[src/hw/pmwc_pkg.sv]
// constants and types of the power mode wake controller
package pmwc_pkg;

    // crystal and derived rates
    localparam int XTAL_HZ       = 32768;
    localparam int DEB_HZ        = 32;
    localparam int DEB_DIV       = XTAL_HZ / DEB_HZ;
    localparam int DEB_BITS      = $clog2(DEB_DIV);
    localparam int BLINK_BIT     = $clog2(XTAL_HZ) - 1;
    localparam int XDIV_W        = BLINK_BIT + 1;

    // reset hold in crystal cycles
    localparam int BOOT_HOLD     = 4100;
    localparam int NOPWR_HOLD    = 2;

    // wake timer units in ms, converted to crystal cycles
    localparam longint UNIT_SHORT_MS = 2500;
    localparam longint UNIT_LONG_MS  = 60000;
    localparam int UNIT_SHORT = int'(UNIT_SHORT_MS * XTAL_HZ / 1000);
    localparam int UNIT_LONG  = int'(UNIT_LONG_MS * XTAL_HZ / 1000);

    // pin synchroniser slots
    localparam int NSYNC         = 5;
    localparam int S_RST         = 0;
    localparam int S_PWR         = 1;
    localparam int S_BAT         = 2;
    localparam int S_BTN         = 3;
    localparam int S_XTAL        = 4;

    // register byte offsets
    localparam logic [11:0] A_CTRL = 12'h000;
    localparam logic [11:0] A_STAT = 12'h004;
    localparam logic [11:0] A_SEG  = 12'h008;

    // control fields
    localparam int C_HALT        = 0;
    localparam int C_DISP        = 1;
    localparam int C_ARM         = 2;
    localparam int C_UNIT        = 3;
    localparam int C_PRD         = 4;
    localparam int PRD_W         = 3;
    localparam int C_CONV        = 8;
    localparam int C_CMP         = 9;
    localparam int CTRL_W        = 10;

    // status fields
    localparam int F_MODE        = 0;
    localparam int F_PLL         = 2;
    localparam int F_RUN         = 3;
    localparam int F_BTN         = 4;
    localparam int F_TMR         = 5;
    localparam int F_RISE        = 6;
    localparam int F_FALL        = 7;
    localparam int F_BAT         = 8;

    // segment store
    localparam int SEG_W         = 4;
    localparam int SEG_B         = 4;

    localparam logic [CTRL_W-1:0] CTRL_RST = 10'h000;
    localparam logic [SEG_W-1:0]  SEG_RST  = 4'h0;

    typedef enum logic [1:0] {
        PMWC_MISSION = 2'b00,
        PMWC_BATTERY = 2'b01,
        PMWC_DISPLAY = 2'b11,
        PMWC_HALT    = 2'b10
    } pmwc_mode_t;

    typedef enum logic [1:0] {
        PMWC_BTN_IDLE = 2'b00,
        PMWC_BTN_SEEN = 2'b01,
        PMWC_BTN_HELD = 2'b11
    } pmwc_btn_t;

    typedef enum logic [1:0] {
        PMWC_R_CTRL = 2'b00,
        PMWC_R_STAT = 2'b01,
        PMWC_R_SEG  = 2'b11,
        PMWC_R_NONE = 2'b10
    } pmwc_reg_t;

endpackage

[src/hw/pmwc_top.sv]
// power mode and wake controller with apb register port
// How it works
// - display mode keeps segments, blinks both pins
// - display exits on power, timer, button
// - halt keeps only crystal; same three exits
// - reset pin stops logic, clears all config
// - boot holds 4100 crystal cycles, then runs
// - without system power boot holds two cycles
// - power fall clears pll flag, battery mode
// - power return waits 4100 cycles before mission
// - power fall, weak battery: drop permit, halt
// - pll rise in battery: mission, flag, keep config
// - wake from display/halt clears config
// - watchdog enabled in mission mode
// - button or timer wakes display/halt to battery
// - button edge raises permit and sets flag
// - button debounced by 32 Hz state machine
// - further edges ignored until flag cleared
// - timer expiry raises permit and sets flag
// - timer unit one minute or 2.5 s, 1..7 units
// - arming presets timer; request starts it
// - timer disarmed on every wake
// - converter and compute enables zero without pll
// - weak battery in battery mode forces halt
`timescale 1ns/1ps
module pmwc_top
    import pmwc_pkg::*;
#(
    parameter int BOOT_HOLD_CYC  = BOOT_HOLD,
    parameter int UNIT_SHORT_CYC = UNIT_SHORT,
    parameter int UNIT_LONG_CYC  = UNIT_LONG
)(
    input  wire logic        clk_sys,             // 40 MHz system clock
    input  wire logic        rstn,                // async reset, low
    input  wire logic [11:0] paddr,               // apb address
    input  wire logic        psel,                // apb select
    input  wire logic        penable,             // apb enable
    input  wire logic        pwrite,              // apb direction
    input  wire logic [31:0] pwdata,              // apb write data
    output logic      [31:0] prdata,              // apb read data
    output logic             pready,              // apb ready
    output logic             pslverr,             // apb error
    input  wire logic        ext_reset_pin,       // reset pin, high
    input  wire logic        power_sense_input,   // high: above fault_threshold
    input  wire logic        battery_margin_good, // regulator margin ok
    input  wire logic        pushbutton_input,    // button, high pressed
    input  wire logic        xtal_clk_in,         // 32768 Hz crystal
    output logic             run_permit,          // mpu out of reset
    output logic             pll_ok,              // pll stable flag
    output logic             battery_run_mode,    // in battery mode
    output logic      [1:0]  mode_state,          // current mode
    output logic             watchdog_enable,     // hw watchdog on
    output logic             converter_enable,    // adc enable
    output logic             compute_enable,      // compute engine enable
    output logic             pll_rise_event,      // pll rise pulse
    output logic [SEG_W-1:0] blink_segment_pin_a, // blink pin a
    output logic [SEG_W-1:0] blink_segment_pin_b  // blink pin b
);

    localparam int HOLD_W = $clog2(BOOT_HOLD_CYC + 1);
    localparam int UNIT_W = $clog2(UNIT_LONG_CYC + 1);

    if (BOOT_HOLD_CYC < NOPWR_HOLD || UNIT_SHORT_CYC < 1
        || UNIT_LONG_CYC < UNIT_SHORT_CYC)
    begin : g_chk
        $error("pmwc_top: bad hold or unit count");
    end

    function automatic pmwc_reg_t reg_of(input logic [11:0] a);
        unique case (a)
            A_CTRL:  reg_of = PMWC_R_CTRL;
            A_STAT:  reg_of = PMWC_R_STAT;
            A_SEG:   reg_of = PMWC_R_SEG;
            default: reg_of = PMWC_R_NONE;
        endcase
    endfunction

    ////////////////////////////////////////////////////////////////////
    // pin synchronisers and crystal ticks

    logic [NSYNC-1:0]  sync1_q, sync2_q, prev_q;
    logic [XDIV_W-1:0] xdiv_q;
    logic              xtal_tick, deb_tick, rst_s, pwr_s, bat_s, btn_s;
    logic              rst_rel, pwr_rise, pwr_fall;

    always_ff @(posedge clk_sys or negedge rstn)
    begin
        if (!rstn)
        begin
            sync1_q <= '0;
            sync2_q <= '0;
            prev_q  <= '0;
        end
        else
        begin
            sync1_q <= {xtal_clk_in, pushbutton_input, battery_margin_good,
                        power_sense_input, ext_reset_pin};
            sync2_q <= sync1_q;
            prev_q  <= sync2_q;
        end
    end

    assign rst_s     = sync2_q[S_RST];
    assign pwr_s     = sync2_q[S_PWR];
    assign bat_s     = sync2_q[S_BAT];
    assign btn_s     = sync2_q[S_BTN];
    assign xtal_tick = sync2_q[S_XTAL] & ~prev_q[S_XTAL];
    assign rst_rel   = prev_q[S_RST] & ~rst_s;
    assign pwr_rise  = ~prev_q[S_PWR] & pwr_s & ~rst_s;
    assign pwr_fall  = prev_q[S_PWR] & ~pwr_s & ~rst_s;
    assign deb_tick  = xtal_tick && (xdiv_q[DEB_BITS-1:0] == '1);

    always_ff @(posedge clk_sys or negedge rstn)
    begin
        if (!rstn)
            xdiv_q <= '0;
        else if (xtal_tick)
            xdiv_q <= xdiv_q + 1'b1;
    end

    ////////////////////////////////////////////////////////////////////
    // apb slave

    pmwc_reg_t        sel;
    logic             wr, wr_ctrl, wr_stat;
    logic [CTRL_W-1:0] ctrl_q;
    logic [SEG_W-1:0] seg_a_q, seg_b_q;
    logic [31:0]      rdata_q, rd_d;
    logic             ready_q, err_q;
    pmwc_mode_t       mode_q;
    logic             permit_q, pll_q, btn_flag_q, tmr_flag_q;
    logic             rise_flag_q, fall_flag_q;

    assign sel     = reg_of(paddr);
    assign wr      = psel & penable & pwrite & ready_q;
    assign wr_ctrl = wr && sel == PMWC_R_CTRL;
    assign wr_stat = wr && sel == PMWC_R_STAT;

    always_comb
    begin
        rd_d = '0;
        unique case (sel)
            PMWC_R_CTRL:
            begin
                rd_d[CTRL_W-1:0] = ctrl_q;
                rd_d[C_CONV]     = ctrl_q[C_CONV] & pll_q;
                rd_d[C_CMP]      = ctrl_q[C_CMP] & pll_q;
            end
            PMWC_R_STAT:
            begin
                rd_d[F_MODE+1:F_MODE] = mode_q;
                rd_d[F_PLL]  = pll_q;
                rd_d[F_RUN]  = permit_q;
                rd_d[F_BTN]  = btn_flag_q;
                rd_d[F_TMR]  = tmr_flag_q;
                rd_d[F_RISE] = rise_flag_q;
                rd_d[F_FALL] = fall_flag_q;
                rd_d[F_BAT]  = bat_s;
            end
            PMWC_R_SEG:  rd_d[2*SEG_W-1:0] = {seg_b_q, seg_a_q};
            PMWC_R_NONE: rd_d = '0;
        endcase
    end

    // answer is prepared in setup, ready in the access cycle
    always_ff @(posedge clk_sys or negedge rstn)
    begin
        if (!rstn)
        begin
            rdata_q <= '0;
            ready_q <= 1'b0;
            err_q   <= 1'b0;
        end
        else
        begin
            ready_q <= psel & ~penable;
            if (psel & ~penable)
            begin
                rdata_q <= pwrite ? '0 : rd_d;
                err_q   <= (sel == PMWC_R_NONE);
            end
        end
    end

    ////////////////////////////////////////////////////////////////////
    // configuration: control cleared while the mpu is held off, segments only by the reset pin

    logic req_halt, req_disp, arm_wr;

    assign req_halt = wr_ctrl & pwdata[C_HALT] & (mode_q == PMWC_BATTERY);
    assign req_disp = wr_ctrl & pwdata[C_DISP] & (mode_q == PMWC_BATTERY);
    assign arm_wr   = wr_ctrl & pwdata[C_ARM] & permit_q;

    always_ff @(posedge clk_sys or negedge rstn)
    begin
        if (!rstn)
            ctrl_q <= CTRL_RST;
        else if (rst_s || !permit_q)
            ctrl_q <= CTRL_RST;
        else if (wr_ctrl)
            ctrl_q <= pwdata[CTRL_W-1:0];
    end

    always_ff @(posedge clk_sys or negedge rstn)
    begin
        if (!rstn)
        begin
            seg_a_q <= SEG_RST;
            seg_b_q <= SEG_RST;
        end
        else if (rst_s)
        begin
            seg_a_q <= SEG_RST;
            seg_b_q <= SEG_RST;
        end
        else if (wr && sel == PMWC_R_SEG)
        begin
            seg_a_q <= pwdata[SEG_W-1:0];
            seg_b_q <= pwdata[SEG_B+SEG_W-1:SEG_B];
        end
    end

    ////////////////////////////////////////////////////////////////////
    // settle counter for boot and power return

    logic              settle_q, boot_q, settle_done;
    logic [HOLD_W-1:0] hold_q;

    assign settle_done = settle_q && xtal_tick && hold_q == HOLD_W'(1);

    always_ff @(posedge clk_sys or negedge rstn)
    begin
        if (!rstn)
        begin
            settle_q <= 1'b0;
            boot_q   <= 1'b0;
            hold_q   <= '0;
        end
        else if (rst_s)
        begin
            settle_q <= 1'b0;
            boot_q   <= 1'b0;
            hold_q   <= '0;
        end
        else if (rst_rel)
        begin
            settle_q <= 1'b1;
            boot_q   <= 1'b1;
            hold_q   <= pwr_s ? HOLD_W'(BOOT_HOLD_CYC)
                              : HOLD_W'(NOPWR_HOLD);
        end
        else if (pwr_rise)
        begin
            settle_q <= 1'b1;
            boot_q   <= 1'b0;
            hold_q   <= HOLD_W'(BOOT_HOLD_CYC);
        end
        else if (pwr_fall)
        begin
            settle_q <= boot_q;
            hold_q   <= HOLD_W'(NOPWR_HOLD);
        end
        else if (settle_done)
        begin
            settle_q <= 1'b0;
            boot_q   <= 1'b0;
        end
        else if (settle_q && xtal_tick)
            hold_q <= hold_q - 1'b1;
    end

    ////////////////////////////////////////////////////////////////////
    // pushbutton debounce on the 32 Hz tick

    pmwc_btn_t btn_q;
    logic      btn_evt;

    assign btn_evt = deb_tick & (btn_q == PMWC_BTN_SEEN) & btn_s
                     & ~btn_flag_q;

    always_ff @(posedge clk_sys or negedge rstn)
    begin
        if (!rstn)
            btn_q <= PMWC_BTN_IDLE;
        else if (rst_s)
            btn_q <= PMWC_BTN_IDLE;
        else if (deb_tick)
        begin
            unique case (btn_q)
                PMWC_BTN_IDLE: btn_q <= btn_s ? PMWC_BTN_SEEN : PMWC_BTN_IDLE;
                PMWC_BTN_SEEN: btn_q <= btn_s ? PMWC_BTN_HELD : PMWC_BTN_IDLE;
                PMWC_BTN_HELD: btn_q <= btn_s ? PMWC_BTN_HELD : PMWC_BTN_IDLE;
            endcase
        end
    end

    ////////////////////////////////////////////////////////////////////
    // wake timer

    logic              armed_q, long_q, tmr_exp, asleep, wake;
    logic [PRD_W-1:0]  prd_q;
    logic [UNIT_W-1:0] sub_q, unit_cyc;

    assign asleep   = (mode_q == PMWC_DISPLAY) || (mode_q == PMWC_HALT);
    assign unit_cyc = long_q ? UNIT_W'(UNIT_LONG_CYC) : UNIT_W'(UNIT_SHORT_CYC);
    assign tmr_exp  = armed_q && asleep && !permit_q && xtal_tick
                      && sub_q == UNIT_W'(1) && prd_q == PRD_W'(1);
    assign wake     = asleep && bat_s && (btn_evt || tmr_exp);

    always_ff @(posedge clk_sys or negedge rstn)
    begin
        if (!rstn)
        begin
            armed_q <= 1'b0;
            long_q  <= 1'b0;
            prd_q   <= '0;
            sub_q   <= '0;
        end
        else if (rst_s || wake || tmr_exp || settle_done)
            armed_q <= 1'b0;
        else if (arm_wr)
        begin
            armed_q <= pwdata[C_PRD+PRD_W-1:C_PRD] != '0;
            long_q  <= pwdata[C_UNIT];
            prd_q   <= pwdata[C_PRD+PRD_W-1:C_PRD];
            sub_q   <= pwdata[C_UNIT] ? UNIT_W'(UNIT_LONG_CYC)
                                      : UNIT_W'(UNIT_SHORT_CYC);
        end
        else if (armed_q && asleep && !permit_q && xtal_tick)
        begin
            if (sub_q == UNIT_W'(1))
            begin
                sub_q <= unit_cyc;
                prd_q <= prd_q - 1'b1;
            end
            else
                sub_q <= sub_q - 1'b1;
        end
    end

    ////////////////////////////////////////////////////////////////////
    // mode machine

    logic pll_rise;

    assign pll_rise = settle_done && pwr_s && mode_q == PMWC_BATTERY && !boot_q;

    always_ff @(posedge clk_sys or negedge rstn)
    begin
        if (!rstn)
        begin
            mode_q   <= PMWC_MISSION;
            permit_q <= 1'b0;
            pll_q    <= 1'b0;
        end
        else if (rst_s)
        begin
            permit_q <= 1'b0;
            pll_q    <= 1'b0;
        end
        else if (settle_done)
        begin
            // mission needs a stable pll; otherwise boot to battery
            pll_q    <= pwr_s;
            mode_q   <= pwr_s ? PMWC_MISSION : PMWC_BATTERY;
            permit_q <= 1'b1;
        end
        else if (pwr_fall)
        begin
            pll_q <= 1'b0;
            if (!asleep && bat_s)
                mode_q <= PMWC_BATTERY;
            else if (!bat_s)
            begin
                mode_q   <= PMWC_HALT;
                permit_q <= 1'b0;
            end
        end
        else
        begin
            unique case (mode_q)
                PMWC_MISSION: mode_q <= PMWC_MISSION;
                PMWC_BATTERY:
                begin
                    if (!bat_s || req_halt)
                    begin
                        mode_q   <= PMWC_HALT;
                        permit_q <= 1'b0;
                    end
                    else if (req_disp)
                    begin
                        mode_q   <= PMWC_DISPLAY;
                        permit_q <= 1'b0;
                    end
                end
                PMWC_DISPLAY, PMWC_HALT:
                begin
                    if (wake)
                    begin
                        mode_q   <= PMWC_BATTERY;
                        permit_q <= 1'b1;
                    end
                end
            endcase
        end
    end

    ////////////////////////////////////////////////////////////////////
    // event flags, write one to clear, set wins

    always_ff @(posedge clk_sys or negedge rstn)
    begin
        if (!rstn)
        begin
            btn_flag_q  <= 1'b0;
            tmr_flag_q  <= 1'b0;
            rise_flag_q <= 1'b0;
            fall_flag_q <= 1'b0;
        end
        else if (rst_s)
        begin
            btn_flag_q  <= 1'b0;
            tmr_flag_q  <= 1'b0;
            rise_flag_q <= 1'b0;
            fall_flag_q <= 1'b0;
        end
        else
        begin
            btn_flag_q  <= btn_evt | (btn_flag_q & ~(wr_stat & pwdata[F_BTN]));
            tmr_flag_q  <= tmr_exp | (tmr_flag_q & ~(wr_stat & pwdata[F_TMR]));
            rise_flag_q <= pll_rise | (rise_flag_q & ~(wr_stat & pwdata[F_RISE]));
            fall_flag_q <= (pwr_fall & (mode_q == PMWC_MISSION))
                           | (fall_flag_q & ~(wr_stat & pwdata[F_FALL]));
        end
    end

    ////////////////////////////////////////////////////////////////////
    // registered outputs

    logic              wdog_q, conv_q, cmp_q, rise_q, batm_q;
    logic [SEG_W-1:0]  pin_a_q, pin_b_q;
    logic              pll_drop;

    // enables fall with the pll flag, not a cycle after it
    assign pll_drop = rst_s | pwr_fall | (settle_done & ~pwr_s);

    always_ff @(posedge clk_sys or negedge rstn)
    begin
        if (!rstn)
        begin
            wdog_q  <= 1'b0;
            conv_q  <= 1'b0;
            cmp_q   <= 1'b0;
            rise_q  <= 1'b0;
            batm_q  <= 1'b0;
            pin_a_q <= '0;
            pin_b_q <= '0;
        end
        else
        begin
            wdog_q <= permit_q && mode_q == PMWC_MISSION;
            conv_q <= ctrl_q[C_CONV] & pll_q & ~pll_drop;
            cmp_q  <= ctrl_q[C_CMP] & pll_q & ~pll_drop;
            rise_q <= pll_rise;
            batm_q <= permit_q && mode_q == PMWC_BATTERY;
            if (rst_s || mode_q == PMWC_HALT)
            begin
                pin_a_q <= '0;
                pin_b_q <= '0;
            end
            else
            begin
                pin_a_q <= seg_a_q & {SEG_W{xdiv_q[BLINK_BIT]}};
                pin_b_q <= seg_b_q & {SEG_W{xdiv_q[BLINK_BIT]}};
            end
        end
    end

    assign prdata              = rdata_q;
    assign pready              = ready_q;
    assign pslverr             = err_q;
    assign run_permit          = permit_q;
    assign pll_ok              = pll_q;
    assign battery_run_mode    = batm_q;
    assign mode_state          = mode_q;
    assign watchdog_enable     = wdog_q;
    assign converter_enable    = conv_q;
    assign compute_enable      = cmp_q;
    assign pll_rise_event      = rise_q;
    assign blink_segment_pin_a = pin_a_q;
    assign blink_segment_pin_b = pin_b_q;

endmodule // pmwc_top

[config.mk]
export PLATFORM = sky130hd
export DESIGN_NAME = pmwc_top
export DESIGN_NICKNAME = d
export VERILOG_FILES = /design/src/hw/pmwc_pkg.sv /design/src/hw/pmwc_top.sv
export SDC_FILE = /design/constraint.sdc
export NUM_CORES = 1
export LEC_CHECK = 0
export BUFFER_PORTS_ARGS = -buffer_cell sky130_fd_sc_hd__buf_2
export CORE_MARGIN = 2
export CORE_UTILIZATION = 50
export CTS_CLUSTER_DIAMETER = 100
export DETAILED_ROUTE_END_ITERATION = 6
export PLACE_DENSITY = 0.82
export SYNTH_ARGS = -nofsm -noshare
export SYNTH_HDL_FRONTEND = slang
export SYNTH_SLANG_ARGS = --single-unit
[constraint.sdc]
create_clock -name clk_sys -period 7.3 [get_ports clk_sys]
set_input_delay 0.365 -clock clk_sys [delete_from_list [all_inputs] [get_ports clk_sys]]
set_output_delay 0.365 -clock clk_sys [all_outputs]
set_load 0.01 [all_outputs]
## Word-level counts from Yosys, hierarchy flattened

Index checks and enable logic that the tools add are counted.

- Add/sub/neg operators: 4
- Eq/ne operators: 23
- Multiplexer cells: 69
- Bitwise gates (word level): 53
- Reduce and logical (&&, ||, !) cells: 56

Operators with widths:

| kind | count |
|---|---|
| $mux 21 | 5 |
| $mux 13 | 7 |
| $and 1x1->1 | 33 |
| $pmux 8 s4 | 1 |
| $mux 10 | 3 |
| $mux 1 | 29 |
| $mux 4 | 6 |
| $eq 21x1->1 const B | 1 |
| $sub 21x1->21 const B | 1 |
| $mux 2 | 10 |
| $logic_and 1x1->1 | 19 |
| $add 15x1->15 const B | 1 |
| $reduce_bool 5->1 | 3 |
| $eq 13x1->1 const B | 1 |
| $sub 13x1->13 const B | 1 |
| $eq 12x3->1 const B | 1 |
| $eq 12x4->1 const B | 1 |
| $logic_not 12->1 | 1 |
| $ne 4x4->1 const B | 3 |
| $not 1->1 | 12 |
| $pmux 2 s3 | 2 |
| $reduce_bool 2->1 | 6 |
| $eq 10x10->1 const B | 1 |
| $eq 2x2->1 const B | 5 |
| other kinds (23) | 52 |

- Register bits: 146
- Bits of input ports: 54
- Word-level logic and storage cells: 237

## Logic depth before layout (Yosys ltp)

- Depth after elaboration: 14
- Mapped depth: 10
- Depth with buffers taken out: 8

## Worst setup path before layout

Ideal clock, no wire load.

- Kind: input port to flip-flop
- From: input port paddr[7]
- To: register sub_q[15]
- Setup time: 126 ps
- Arrival: 2613 ps
- Slack: 4561 ps
- Stages on the path: 7
- Path through: or4_4 > or4b_4 > buf_6 > nor4_4 > o21bai_2 > buf_6 > a221o_1

- Longest elaborated chain between the ends: 8
- Elaborated cells between the ends (all ways): 11
- Those cells by class: eq/ne (2); mux (2); bitwise (2); reduce/logical (5)

Ends and longest elaborated chain:

| element | RTL line | RTL |
|---|---|---|
| from (decl) | pmwc_top.sv:35 | `input wire logic [11:0] paddr,` |
| $eq 12x4->1, or another cell as far along | pmwc_top.sv:70 | `unique case (a)` |
| $pmux 2 s3 (*) | pmwc_top.sv:70 |  |
| $logic_not 2->1 (*) | pmwc_top.sv:136 | `assign wr_ctrl = wr && sel == PMWC_R_CTRL;` |
| $logic_and 1x1->1 (*) | pmwc_top.sv:136 |  |
| $and 1x1->1 (*) (2 in a row) | pmwc_top.sv:192 | `assign arm_wr = wr_ctrl & pwdata[C_ARM] & permit_q;` |
| $reduce_bool 2->1 (no line) | - |  |
| $reduce_and 2->1 (no line) | - |  |
| to (signal assigned) | pmwc_top.sv:326 | `sub_q <= pwdata[C_UNIT] ? UNIT_W'(UNIT_LONG_CYC)` |
| to (signal assigned) | pmwc_top.sv:333 | `sub_q <= unit_cyc;` |
| to (signal assigned) | pmwc_top.sv:337 | `sub_q <= sub_q - 1'b1;` |
| to (decl) | pmwc_top.sv:302 | `logic [UNIT_W-1:0] sub_q, unit_cyc;` |

Mark *: on every way between the ends. The rest lies on a longest branch, timed or not.
A chain may end at the register's enable or synchronous reset.

## Final worst setup path

- From: register sub_q[11]
- To: register long_q

- Longest elaborated chain between the ends: 10

Ends and longest elaborated chain:

| element | RTL line | RTL |
|---|---|---|
| $eq 21x1->1 (*) | pmwc_top.sv:307 | `&& sub_q == UNIT_W'(1) && prd_q == PRD_W'(1);` |
| $logic_and 1x1->1 (*) (2 in a row) | pmwc_top.sv:307 |  |
| $logic_or 1x1->1 | pmwc_top.sv:308 | `assign wake = asleep && bat_s && (btn_evt \|\| tmr_exp);` |
| $logic_and 1x1->1 | pmwc_top.sv:308 |  |
| $logic_or 1x1->1 | pmwc_top.sv:319 | `else if (rst_s \|\| wake \|\| tmr_exp \|\| settle_done)` |
| $logic_or 1x1->1 (*) (2 in a row) | pmwc_top.sv:319 |  |
| $not 1->1 (no line) (*) | - |  |
| $reduce_and 2->1 (no line) (*) | - |  |
| to (signal assigned) | pmwc_top.sv:324 | `long_q <= pwdata[C_UNIT];` |
| to (decl) | pmwc_top.sv:300 | `logic armed_q, long_q, tmr_exp, asleep, wake;` |

Marked as above.

==> impl_metrics.csv <==
group,metric,value,unit
timing,fmax,0.3378,GHz
power_and_ir_drop,ir_drop,169.1,uV
worst_setup_path,max_stage_delay,0.67,ns
place,hpwl,9586,um
drt,route.detailed.drc,0,
floorplanning,num_io_pins,105,
timing,clock_skew,0.006719,ns
logic_synthesis,synthDistinctLibCells,68,
timing,setup_violations,0,
clocking,path_clk_slew,0.05,ns
floorplanning,start_util,51.34,%
grt,use_met1,27.60,%
logic_synthesis,synth_edf_count,0,
grt,grt_overflow_total,0,
clocking,cts_setup_buffers,0,
cells_and_area,layout.cells.non_filler,852,
grt,grt_pass1_vias,4871,
worst_setup_path,cp_max_fo,8,
worst_setup_path,cp.arrival,3.26,ns
drt,viasPerCell,5.866,
logic_synthesis,synth_most_common_cell,"dfrtp_1",
grt,grt_start_max_net_pins,63,
timing,period_needed,2.960,ns
worst_setup_path,critPathKind,"reg2reg",
worst_setup_path,slowest_stage,"or4_1",
cells_and_area,drive_above_1_share,16.74,%
grt,grt_pass1_wl,23050,um
grt,grt_use_met2,36.20,%
clocking,cts_resized,0,
grt,antenna_found_initial,0,
timing,fin_crit_sh,40.55,%
drt,drtPass1Iterations,7,
drt,drt_iter0_drc,400,
place,place_inst,822,
logic_synthesis,synth_cells,637,
timing,hold_ws,0.03624,ns
cells_and_area,finalInstanceArea,0.007112,mm2
clocking,cts-htree-levels,4,
drt,routed_wl,13720,um
place,place_congestion,0.8832,
floorplanning,dieArea,0.01324,mm2
worst_setup_path,critPathCaptureType,"flop",
clocking,insertion_delay,0.41,ns
place,portBuffers,60,
floorplanning,fp.coreArea,0.01201,mm2
power_and_ir_drop,power_density,238.0,mW/mm2
cells_and_area,fillers,991,
cells_and_area,nets,755,
power_and_ir_drop,power_leakage,3.270,nW
grt,use_met3,6.958,%
timing,slew_viol_final,0,
clocking,ctsHoldBuffers,0,
clocking,cts_buffers,17,
run,maxCapViolCount,0,
clocking,cts_tree,"built",
timing,rsz0062_at_grt,"false",
place,place_area,0.006485,mm2
logic_synthesis,synth_common_cells,"dfrtp_1 (122), nor2_1 (62), nand2_1 (46)",
worst_setup_path,crit_chain,"or4_1 > or2_2 > nor4_2 > a21oi_1 > nand2_1 > mux2_2",
grt,grt_usage,22.10,%
timing,tns,0,ns
floorplanning,die_h,115.1,um
floorplanning,rows,40,
drt,via_count,4998,
grt,grt-busiest-layer,"met2",
logic_synthesis,synth.area.top_cells,"dfrtp_1 (50%), nor2_1 (3.8%), a21oi_1 (3.7%)",
floorplanning,die_width,115.1,um
cells_and_area,synthToLayoutAreaGrowth,15.32,%
logic_synthesis,yosysSeqAreaShare,49.50,%
logic_synthesis,ys_ff_latch,122,
logic_synthesis,yosys_warnings,0,
timing,relSlewSlack,31.32,%
logic_synthesis,syn_area_per_cell,9.682,um2
timing,worstMarginPinSlew,1.021,ns
logic_synthesis,synth_largest_area_cell,"dfrtp_1",
drt,wl_per_cell,16.10,um
clocking,clk_path_buf_depth,2,
drt,final_antenna_net_count,0,
clocking,root_buffer,"clkbuf_16",
worst_setup_path,critPathRequiredTime,7.60,ns
hold_path,hold_class,"in2async",
logic_synthesis,ys.flop_type,"dfrtp_1",
outcome,status,"completed",
cells_and_area,antenna_cells,0,
worst_setup_path,cp-start-kind,"flop",
logic_synthesis,synth_top_area_share,49.50,%
timing,hold_viol,0,
clocking,cts.sinks,122,
worst_setup_path,reg2reg_depth,6,
logic_synthesis,async_flop_share,100.0,%
logic_synthesis,synth_area,0.006167,mm2
-- power breakdown --
part	switching (mW)	internal (mW)	total (mW)
clock network	0.283	0.586	0.870
logic	0.0608	0.0356	0.0964
registers	0.0260	0.701	0.727
total	0.370	1.32	1.69
-- registers in the layout, indices dropped and copies added (netlist names), 5 cells and up --
register and count:
sync2_q 5, hold_q 13, sync1_q 5, ctrl_q 10, prdata 10, sub_q 21
xdiv_q 15
-- final timing paths --
kind                       slack (ns)                endpoint   startpoint
setup reg to reg                 4.34                  long_q    sub_q[11]
hold reg to reg                  0.35              sync2_q[4]   sync1_q[4]
setup / recovery                 4.34                  long_q    sub_q[11]
max in group asynchronous        6.00               ctrl_q[6]         rstn
hold / removal                   0.04  blink_segment_pin_a[2]         rstn
min in group clk_sys             0.05              sync1_q[4]  xtal_clk_in
-- stage by stage --
step           utilization (%)  worst slack [ns]  power [mW]
3_5_place_dp             53.99             4.163      0.8337
6_report                 59.21             4.340       1.693
5_1_grt                  59.21             4.201       1.754
4_1_cts                  59.17             4.303       1.704
3_3_place_gp             53.99             4.216      0.8287
2_1_floorplan                -             4.561      0.7994
-- placed cells by master, fill, tap and decap left out, types with 17 or more instances in the layout --
cell / instances
dfrtp_1: 122
nor2_1: 62
buf_2: 59
nand2_1: 46
a21oi_1: 45
o21ai_0: 38
inv_1: 31
conb_1: 22
nor4_1: 19
mux2i_1: 18
xnor2_1: 17
clkbuf_16: 17
-- critical path: cells and delay by family, from the launching register on --
kind / cells / cell delay [ns]
and+or+nand+nor: 4 / 1.75
muxes: 1 / 0.33
DFF: 1 / 0.42
AOI/OAI and AO/OA: 1 / 0.35
-- layer usage --
layer / vias to the layer above / wire [um]
met2: 200 / 6683
met3: 28 / 846
met1: 2426 / 5949
met4: 0 / 237
met5: - / 0
li1: 2344 / -
-- logic make-up (layout without fill, tap and decap cells) --
kind of cell             Yosys count  count (layout)  synth area share, %
AO/OA/AOI/OAI                    140             140                14.26
XOR/XNOR                          26              26                3.692
adder cells (fa/ha/maj)            7               7                1.420
buffers and inverters             78             125                6.492
flip-flops                       122             122                49.50
multiplexers                      20              20                3.287
other                              1              22              0.06081
AND/OR/NAND/NOR                  243             243                21.28
-- cell type report --
| class | count | area (um2) | area share, % |
|---|---|---|---|
| Sequential cell | 122 | 3053 | 42.93 |
| Clock inverter | 6 | 110.1 | 1.548 |
| Inverter | 31 | 116.4 | 1.636 |
| Clock buffer | 24 | 511.7 | 7.196 |
| Multi-Input combinational cell | 458 | 2804 | 39.43 |
| Tap cell | 147 | 183.9 | 2.586 |
| Timing Repair Buffer | 64 | 332.8 | 4.680 |
No activity file was read; power rests on OpenSTA's default activity.
